**src/hdl/tcp_defs.vh**
```
// tcp_defs.vh: register map, field positions and codes of the compare timer
// assumes byte addressing on a 32-bit Avalon-MM slave
`ifndef TCP_DEFS_VH
`define TCP_DEFS_VH
`define TCP_AW 12
`define TCP_A_MODE 12'h0100
`define TCP_A_CTL1 12'h0104
`define TCP_A_IOC 12'h0108
`define TCP_A_CNT 12'h010C
`define TCP_A_GRA 12'h0110
`define TCP_A_GRB 12'h0114
`define TCP_A_GRC 12'h0118
`define TCP_A_GRD 12'h011C
`define TCP_A_STAT 12'h0120
`define TCP_A_IEN 12'h0124
`define TCP_A_CCR2 12'h0130
`define TCP_CCR2_RST 8'h18
`define TCP_CCR2_ONES 8'h18
`define TCP_CCR2_POL 2:0
`define TCP_CCR2_STOP 5
`define TCP_CCR2_EDGE 7:6
`define TCP_M_START 0
`define TCP_M_PWM 1
`define TCP_M_BFC 2
`define TCP_M_BFD 3
`define TCP_M_PEN 6:4
`define TCP_M_CUT 7
`define TCP_C1_TOA 0
`define TCP_C1_TOX 3:1
`define TCP_C1_SRC 6:4
`define TCP_C1_CCLR 7
`define TCP_IOC_SELC 8
`define TCP_IOC_SELD 9
`define TCP_IOC_A 1:0
`define TCP_IOC_C 5:4
`define TCP_IOC_D 7:6
`define TCP_SYNC_CUT 4
`define TCP_SRC_F1 3'h0
`define TCP_SRC_F2 3'h1
`define TCP_SRC_F4 3'h2
`define TCP_SRC_F8 3'h3
`define TCP_SRC_F32 3'h4
`define TCP_SRC_EXT 3'h5
`define TCP_SRC_FOSC 3'h6
`define TCP_SRC_DOSC 3'h7
`define TCP_F2_MASK 5'h01
`define TCP_F4_MASK 5'h03
`define TCP_F8_MASK 5'h07
`define TCP_F32_MASK 5'h1F
`define TCP_CNT_MAX 16'hFFFF
`define TCP_ACT_HOLD 2'h0
`define TCP_ACT_LOW 2'h1
`define TCP_ACT_HIGH 2'h2
`define TCP_EDGE_RISE 2'h1
`define TCP_EDGE_FALL 2'h2
`define TCP_EDGE_BOTH 2'h3
`define TCP_ST_OVF 4
`define TCP_ST_TRG 5
`define TCP_NFLAG 6
`endif

```
**src/hdl/tcp_timer_compare_pwm_unit.v**
```verilog
// tcp_timer_compare_pwm_unit.v: 16-bit compare timer with pwm mode
// assumes one clock, synchronous reset, avalon-mm slave, async pins
//
// Our own choice: the Avalon-MM interface to the registers.
`timescale 1ns/1ps
`include "tcp_defs.vh"
module tcp_timer_compare_pwm_unit (
  input wire mclk_in,
  input wire srst_in,
  input wire ce_in,
  input wire [11:0] avs_address_in,
  input wire avs_read_in,
  input wire avs_write_in,
  input wire [31:0] avs_writedata_in,
  output wire [31:0] avs_readdata_out,
  output wire avs_waitrequest_out,
  input wire external_count_clock_pin_in,
  input wire fast_osc_clock_in,
  input wire divided_osc_clock_in,
  input wire trigger_input_pin_in,
  input wire cutoff_in,
  output wire [3:0] output_pin_out,
  output wire [3:0] output_pin_oe_out,
  output wire adc_trigger_out,
  output wire irq_out
);
  reg [31:0] rdata_q;
  reg wait_q;
  reg [7:0] mode_q;
  reg [7:0] ctl1_q;
  reg [9:0] ioc_q;
  reg [7:0] ccr2_q;
  reg [15:0] cnt_q;
  reg [15:0] gr_q [0:3];
  reg [`TCP_NFLAG-1:0] flag_q;
  reg [`TCP_NFLAG-1:0] ien_q;
  wire [3:0] pin_q;
  wire [3:0] oe_q;
  reg pin_a_q;
  reg oe_a_q;
  reg adc_q;
  reg irq_q;
  reg [4:0] div_q;
  reg [4:0] s1_q;
  reg [4:0] s2_q;
  reg [3:0] s3_q;
  reg [31:0] rd_d;
  reg tick;
  reg [`TCP_NFLAG-1:0] set_d;
  wire [3:0] mt;
  wire run;
  wire acc;
  wire wr;
  wire pwm;
  wire ctl1_wr;
  wire ext_rise;
  wire fo_rise;
  wire do_rise;
  wire trg_rise;
  wire trg_fall;
  wire trg_evt;
  wire stop_a;
  wire [1:0] edge_sel;
  wire oe_a_d;
  wire a_nowrap;
  wire ovf_set;
  wire stat_wr;
  wire cut_act;

  assign avs_readdata_out = rdata_q;
  assign avs_waitrequest_out = wait_q;
  assign output_pin_out = pin_q;
  assign output_pin_oe_out = oe_q;
  assign adc_trigger_out = adc_q;
  assign irq_out = irq_q;

  assign acc = ~wait_q & (avs_read_in | avs_write_in);
  assign wr = ~wait_q & avs_write_in;
  assign ctl1_wr = wr & (avs_address_in == `TCP_A_CTL1);
  assign pwm = mode_q[`TCP_M_PWM];
  assign run = mode_q[`TCP_M_START] & tick;
  assign stop_a = ccr2_q[`TCP_CCR2_STOP];
  assign edge_sel = ccr2_q[`TCP_CCR2_EDGE];
  assign stat_wr = wr & (avs_address_in == `TCP_A_STAT);
  assign cut_act = mode_q[`TCP_M_CUT] & s2_q[`TCP_SYNC_CUT];

  // no wrap when match a clears or stops the counter
  assign a_nowrap = mt[0] & (stop_a | pwm | ctl1_q[`TCP_C1_CCLR]);
  assign ovf_set = run & (cnt_q == `TCP_CNT_MAX) & ~a_nowrap;

  // two-flop synchronisers for pins and foreign clocks
  always @(posedge mclk_in) begin
    if (srst_in) begin
      s1_q <= 5'h0_0;
      s2_q <= 5'h0_0;
      s3_q <= 4'h0;
    end else if (ce_in) begin
      s1_q <= {cutoff_in, trigger_input_pin_in, divided_osc_clock_in,
               fast_osc_clock_in, external_count_clock_pin_in};
      s2_q <= s1_q;
      s3_q <= s2_q[3:0];
    end
  end
  assign ext_rise = s2_q[0] & ~s3_q[0];
  assign fo_rise = s2_q[1] & ~s3_q[1];
  assign do_rise = s2_q[2] & ~s3_q[2];
  assign trg_rise = s2_q[3] & ~s3_q[3];
  assign trg_fall = ~s2_q[3] & s3_q[3];
  // trigger edge detection
  assign trg_evt = (edge_sel == `TCP_EDGE_RISE) ? trg_rise :
                   (edge_sel == `TCP_EDGE_FALL) ? trg_fall :
                   (edge_sel == `TCP_EDGE_BOTH) ? (trg_rise | trg_fall) : 1'b0;

  // count source select
  always @* begin
    case (ctl1_q[`TCP_C1_SRC])
      `TCP_SRC_F1: tick = 1'b1;
      `TCP_SRC_F2: tick = ((div_q & `TCP_F2_MASK) == `TCP_F2_MASK);
      `TCP_SRC_F4: tick = ((div_q & `TCP_F4_MASK) == `TCP_F4_MASK);
      `TCP_SRC_F8: tick = ((div_q & `TCP_F8_MASK) == `TCP_F8_MASK);
      `TCP_SRC_F32: tick = (div_q == `TCP_F32_MASK);
      `TCP_SRC_EXT: tick = ext_rise;
      `TCP_SRC_FOSC: tick = fo_rise;
      `TCP_SRC_DOSC: tick = do_rise;
      default: tick = 1'b0;
    endcase
  end

  always @(posedge mclk_in) begin
    if (srst_in) begin
      div_q <= 5'h0_0;
    end else if (ce_in) begin
      div_q <= div_q + 5'h0_1;
    end
  end

  // compare matches per register
  genvar g;
  generate
    for (g = 0; g < 4; g = g + 1) begin : g_mt
      assign mt[g] = run & (cnt_q == gr_q[g]);
    end
  endgenerate

  // read mux
  always @* begin
    rd_d = 32'h0000_0000;
    case (avs_address_in)
      `TCP_A_MODE: rd_d[7:0] = mode_q;
      `TCP_A_CTL1: rd_d[7:0] = ctl1_q;
      `TCP_A_IOC: rd_d[9:0] = ioc_q;
      `TCP_A_CNT: rd_d[15:0] = cnt_q;
      `TCP_A_GRA: rd_d[15:0] = gr_q[0];
      `TCP_A_GRB: rd_d[15:0] = gr_q[1];
      `TCP_A_GRC: rd_d[15:0] = gr_q[2];
      `TCP_A_GRD: rd_d[15:0] = gr_q[3];
      `TCP_A_STAT: rd_d[`TCP_NFLAG-1:0] = flag_q;
      `TCP_A_IEN: rd_d[`TCP_NFLAG-1:0] = ien_q;
      `TCP_A_CCR2: rd_d[7:0] = ccr2_q | `TCP_CCR2_ONES;
      default: rd_d = 32'h0000_0000;
    endcase
  end

  // avalon slave: one wait cycle, then a single-cycle accept
  always @(posedge mclk_in) begin
    if (srst_in) begin
      wait_q <= 1'b1;
      rdata_q <= 32'h0000_0000;
    end else if (ce_in) begin
      if (wait_q & (avs_read_in | avs_write_in)) begin
        wait_q <= 1'b0;
        rdata_q <= rd_d;
      end else begin
        wait_q <= 1'b1;
      end
    end
  end

  // control registers and counter
  always @(posedge mclk_in) begin
    if (srst_in) begin
      mode_q <= 8'h00;
      ctl1_q <= 8'h00;
      ioc_q <= 10'h000;
      ccr2_q <= `TCP_CCR2_RST;
      ien_q <= {`TCP_NFLAG{1'b0}};
      cnt_q <= 16'h0000;
      gr_q[0] <= `TCP_CNT_MAX;
      gr_q[1] <= `TCP_CNT_MAX;
      gr_q[2] <= `TCP_CNT_MAX;
      gr_q[3] <= `TCP_CNT_MAX;
    end else if (ce_in) begin
      if (run) begin
        if (mt[0] & stop_a) begin
          mode_q[`TCP_M_START] <= 1'b0;
        end else if (mt[0] & (pwm | ctl1_q[`TCP_C1_CCLR])) begin
          cnt_q <= 16'h0000;
        end else begin
          cnt_q <= cnt_q + 16'h0001;
        end
        if (mt[0] & pwm & mode_q[`TCP_M_BFC]) begin
          gr_q[0] <= gr_q[2];
        end
        if (mt[0] & pwm & mode_q[`TCP_M_BFD]) begin
          gr_q[1] <= gr_q[3];
        end
      end
      if (wr) begin
        case (avs_address_in)
          `TCP_A_MODE: mode_q <= avs_writedata_in[7:0];
          `TCP_A_CTL1: ctl1_q <= avs_writedata_in[7:0];
          `TCP_A_IOC: ioc_q <= avs_writedata_in[9:0];
          `TCP_A_CNT: cnt_q <= avs_writedata_in[15:0];
          `TCP_A_GRA: gr_q[0] <= avs_writedata_in[15:0];
          `TCP_A_GRB: gr_q[1] <= avs_writedata_in[15:0];
          `TCP_A_GRC: gr_q[2] <= avs_writedata_in[15:0];
          `TCP_A_GRD: gr_q[3] <= avs_writedata_in[15:0];
          `TCP_A_IEN: ien_q <= avs_writedata_in[`TCP_NFLAG-1:0];
          `TCP_A_CCR2: ccr2_q <= avs_writedata_in[7:0] | `TCP_CCR2_ONES;
          default: ;
        endcase
      end
    end
  end

  // sticky flags, set wins over write-one-to-clear
  always @* begin
    set_d = {`TCP_NFLAG{1'b0}};
    set_d[3:0] = mt;
    set_d[`TCP_ST_OVF] = ovf_set;
    set_d[`TCP_ST_TRG] = trg_evt;
  end

  always @(posedge mclk_in) begin
    if (srst_in) begin
      flag_q <= {`TCP_NFLAG{1'b0}};
      irq_q <= 1'b0;
      adc_q <= 1'b0;
    end else if (ce_in) begin
      if (stat_wr) begin
        flag_q <= (flag_q & ~avs_writedata_in[`TCP_NFLAG-1:0]) | set_d;
      end else begin
        flag_q <= flag_q | set_d;
      end
      irq_q <= |(flag_q & ien_q);
      adc_q <= pwm & mt[0];
    end
  end

  // pin a: compare output, plain io in pwm mode
  function [0:0] act;
    input cur;
    input [1:0] code;
    begin
      case (code)
        `TCP_ACT_HOLD: act = cur;
        `TCP_ACT_LOW: act = 1'b0;
        `TCP_ACT_HIGH: act = 1'b1;
        default: act = ~cur;
      endcase
    end
  endfunction

  reg pa_d;
  always @* begin
    pa_d = pin_a_q;
    if (mt[0]) begin
      pa_d = act(pa_d, ioc_q[`TCP_IOC_A]);
    end
    if (mt[2] & ~ioc_q[`TCP_IOC_SELC]) begin
      pa_d = act(pa_d, ioc_q[`TCP_IOC_C]);
    end
  end

  assign oe_a_d = ~pwm & ((ioc_q[`TCP_IOC_A] != `TCP_ACT_HOLD) |
                  (~ioc_q[`TCP_IOC_SELC] & (ioc_q[`TCP_IOC_C] != `TCP_ACT_HOLD)));
  assign pin_q[0] = pin_a_q;
  assign oe_q[0] = oe_a_q;

  always @(posedge mclk_in) begin
    if (srst_in) begin
      pin_a_q <= 1'b0;
      oe_a_q <= 1'b0;
    end else if (ce_in) begin
      oe_a_q <= oe_a_d;
      // initial level of pin a is ignored in pwm mode
      if (ctl1_wr & ~pwm) begin
        pin_a_q <= avs_writedata_in[`TCP_C1_TOA];
      end else if (~pwm) begin
        pin_a_q <= pa_d;
      end
    end
  end

  // pins b, c, d
  wire [2:0] pol;
  wire [2:0] pen;
  assign pol = ccr2_q[`TCP_CCR2_POL];
  assign pen = mode_q[`TCP_M_PEN] &
               {~mode_q[`TCP_M_BFD], ~mode_q[`TCP_M_BFC], 1'b1};
  generate
    for (g = 1; g < 4; g = g + 1) begin : g_pin
      reg nx;
      reg pin_x_q;
      reg oe_x_q;
      wire own;
      wire sec;

      assign pin_q[g] = pin_x_q;
      assign oe_q[g] = oe_x_q;

      if (g == 1) begin : g_b
        assign own = mt[1];
        assign sec = mt[3] & ~ioc_q[`TCP_IOC_SELD];
      end else begin : g_cd
        assign own = mt[g] & ioc_q[`TCP_IOC_SELC + g - 2];
        assign sec = 1'b0;
      end
      always @* begin
        nx = pin_x_q;
        if (pwm) begin
          if (mt[g] & (gr_q[g] != gr_q[0])) begin
            nx = pol[g-1];
          end
          // change point equal to period keeps the pin as it is
          if (mt[0] & (gr_q[g] != gr_q[0])) begin
            nx = ~pol[g-1];
          end
        end else begin
          if (own) begin
            nx = act(nx, ioc_q[2*g+1:2*g]);
          end
          if (sec) begin
            nx = act(nx, ioc_q[`TCP_IOC_D]);
          end
        end
      end

      always @(posedge mclk_in) begin
        if (srst_in) begin
          pin_x_q <= 1'b0;
          oe_x_q <= 1'b0;
        end else if (ce_in) begin
          oe_x_q <= pwm ? (pen[g-1] & ~cut_act)
                        : (ioc_q[2*g+1:2*g] != `TCP_ACT_HOLD);
          if (ctl1_wr) begin
            pin_x_q <= ~(avs_writedata_in[g] ^ pol[g-1]);
          end else if (~pwm | pen[g-1]) begin
            pin_x_q <= nx;
          end
        end
      end
    end
  endgenerate
endmodule

```
**config.mk**
```make
export PLATFORM = sky130hd
export DESIGN_NAME = tcp_timer_compare_pwm_unit
export DESIGN_NICKNAME = d
export VERILOG_FILES = /design/src/hdl/tcp_timer_compare_pwm_unit.v
export VERILOG_INCLUDE_DIRS = /design/src /design/src/hdl
export SDC_FILE = /design/constraint.sdc
export NUM_CORES = 1
export LEC_CHECK = 0
export BUFFER_PORTS_ARGS = -buffer_cell sky130_fd_sc_hd__buf_2
export CORE_UTILIZATION = 30
export DETAILED_ROUTE_END_ITERATION = 7
export SKIP_LAST_GASP = 1
export SLEW_MARGIN = 20
export SYNTH_ARGS = -nofsm -noshare
export SYNTH_HDL_FRONTEND = slang
export SYNTH_SLANG_ARGS = --single-unit
```
**constraint.sdc**
```tcl
create_clock -name mclk_in -period 3.5 [get_ports mclk_in]
set_clock_uncertainty 0.1 [all_clocks]
set_input_delay 0.35 -clock mclk_in [delete_from_list [all_inputs] [get_ports mclk_in]]
set_output_delay 0.35 -clock mclk_in [all_outputs]
set_load 0.05 [all_outputs]
```
==> run summary <==
setup bufs post-CTS -> 0
clk root buf -> clkbuf_16
Buffers on Ports -> 64
final-report hold violation count -> 0
Max Freq -> 0.318 GHz
Chip Width -> 185 um
Synth area leaders -> dfxtp_1 (21%), edfxtp_1 (19%), xor2_1 (5.3%)
CTS buffer count -> 17
area growth from synthesis to layout -> 12.1%
vias in the first global route -> 8227
setup TNS -> 0 ps
yosys warns -> 0
R2R cell count -> 7
Worst Setup End Kind -> flop
pin count of the biggest net entering global routing -> 70
ys flop type -> dfxtp_1
Routed met2 length -> 15.8 mm
WL met1 -> 15.2 mm
leakage power -> 3.65 nW
die height -> 185 um
Starting DRT DRC Count -> 1181
Post-synth EDFFs -> 64
Worst Path Arrival -> 3220 ps
final WL -> 35.9 mm
first-pass GRT wire length -> 52.7 mm
Hold Buf Count CTS -> 0
Logic pwr share -> 0.078
clock share of power -> 0.446
number of diodes -> 0
Flop pwr share -> 0.476
power per standard cell area -> 393 nW/um^2
dpl cells -> 1525
RSZ-0062 raised after global routing -> false
HPWL Detailed -> 26.8 mm
smallest hold slack -> 48.5 ps
Routed Antenna Nets -> 0
synth cell count leaders -> dfxtp_1 (106), nand2_1 (105), nor2_1 (89), edfxtp_1 (64), xor2_1 (60)
period utilisation layout -> 0.898
crit path time final -> 3140 ps
core area -> 32700 sq um
Slew Viols, Final -> 0
Max Root-Sink Buffers -> 2
final RePlAce weighted congestion -> 0.992
initial antenna violation count -> 1
CTS sink count -> 170
post_cts resized -> 0
H-tree levels -> 4
vias per cell -> 5.67
P_int -> 3.29 mW
Avg Inst Size Synth -> 9.32 sq um
routed via count -> 8826
layout cells sized above 1 -> 0.173
count leader, synth -> dfxtp_1
CP required -> 3580 ps
max_slew headroom -> 0.335
Synth top area share -> 0.212
Layout Cells excl Fill -> 1556
sw frac -> 0.254
Least-Margin Pin Slew -> 993 ps
Worst path max stage delay -> 540 ps
Initial Util -> 0.306
Setup crit start kind -> flop
TritonCTS clock tree -> done
worst-skew pair later-pin latency -> 440 ps
Switch Pwr -> 1.12 mW
GRT Util Overall -> 0.212
VDD IR max -> 0.000349 V
first-pass iteration count of the detailed router -> 8
Worst Hold Class -> primary input to flop
type of the worst setup path -> flop to flop
die area -> 34100 sq um
Post-Syn Instances -> 1073
DR top layer -> met4
count of cell types in the netlist -> 77
Nets -> 1166
critical-path cell list -> xnor2_1 > nand4_1 > nor4_4 > and3_1 > and3_2 > nand3_2 > o22a_1
register area share after synthesis -> 0.404
Setup-failing EPs final -> 0
drt drc -> 0
CP max-delay cell -> edfxtp_1
# rows -> 66
Post-synth ARST share -> 0
status -> complete, no violations
top cell type by total area after synthesis -> dfxtp_1
total gr overflow -> 0
I/O Pins -> 97
worst hold path depth -> 3
Routed WL per cell -> 23.1 um
total length of routed met3 wires -> 3.94 mm
CP max FO -> 16
synthesized flop and latch total -> 170
Max Cap Viol -> 0
Netlist Area Pre-Place -> 10000 sq um
Reg clk slew, reported paths -> 70 ps
power groups by stage:
stage | clock [mW] | sequential (mW) | combinational [mW]
final | 1.97 | 2.10 | 0.344
after global routing | 2.07 | 2.10 | 0.363
after CTS | 1.99 | 2.10 | 0.341
after detailed placement | 0 | 2.14 | 0.341
after global placement | 0 | 2.14 | 0.339
after floorplan | 0 | 2.17 | 0.215
cell families (layout without fill, tap and decap cells):
kind of cell	count (synthesis)	in the layout	share of synthesized area
flops	170	170	0.404
fa+ha+maj	10	10	0.0125
xor+xnor	118	118	0.103
buf+inv	128	154	0.0695
compound gates	246	246	0.184
mux	40	40	0.0400
other cells	1	16	0.000375
simple gates	360	360	0.186
path summary, 6_finish.rpt:
| path | startpoint | end | slack (ps) |
|---|---|---|---|
| worst max-delay path | gr_q[0][15] | gr_q[0][18] | 360 |
| worst max register to register | gr_q[0][15] | gr_q[0][18] | 360 |
| worst min register to register | avs_readdata_out[4] | avs_readdata_out[4] | 350 |
| worst min-delay path | external_count_clock_pin_in | s1_q[0] | 50 |
flip-flops by register name, indices dropped and copies added (netlist names), 8 cells and up:
| name | cells |
|---|---|
| mode_q | 8 |
| avs_readdata_out | 16 |
| ctl1_q | 8 |
| gr_q | 64 |
| ioc_q | 10 |
| cnt_q | 16 |
through the flow:
| stage | setup slack [ps] | instance area [sq um] | utilization | power (mW) |
|---|---|---|---|---|
| final | 357 | 11200 | 0.343 | 4.41 |
| after global routing | 287 | 11200 | 0.343 | 4.53 |
| after CTS | 447 | 11200 | 0.343 | 4.43 |
| after detailed placement | 465 | 10600 | 0.325 | 2.49 |
| after global placement | 506 | 10600 | 0.325 | 2.48 |
| after floorplan | 802 | 10100 | - | 2.38 |
cells in the final DEF, fill, tap and decap left out, types with 4 or more instances in the layout:
cell type	n
o21ai_0	24
and2_1	6
a311oi_1	5
nor4_1	22
nor2b_1	9
conb_1	16
a222oi_1	21
nand4_1	19
ha_1	10
inv_1	17
dfxtp_1	106
nor2_1	89
or2_2	33
buf_2	63
a31oi_1	5
xor2_1	60
a221oi_1	13
and3_1	11
buf_4	43
o21ai_1	5
nand2b_1	7
a22oi_1	25
o31ai_1	7
nand2_1	105
a21oi_1	53
edfxtp_1	64
a211oi_1	15
nor3_1	14
o22a_1	32
xnor2_1	58
clkbuf_8	4
nand3_1	15
mux2i_1	40
clkbuf_16	17
nor3b_1	4
cell type report:
type	instances	area, sq um
fillers	3439	21500
multi-input cells	790	5320
flip-flops and latches	170	4040
repair buffers	106	638
well taps	442	553
clock buffers	23	488
clock inverters	8	109
inverters	17	63.8
worst max-delay path: cells and delay by family (launching register included):
kind | cells | cell delay [ps]
XOR/XNOR | 1 | 260
AO/OA/AOI/OAI | 1 | 330
flip-flops | 1 | 540
AND/OR/NAND/NOR | 5 | 1650
per-layer routing:
layer,vias to the layer above,track usage
li1,3931,-
met5,-,0
met1,4312,0.288
met4,0,0.0730
met2,523,0.325
met3,60,0.0520
No activity file was read; power rests on OpenSTA's default activity.
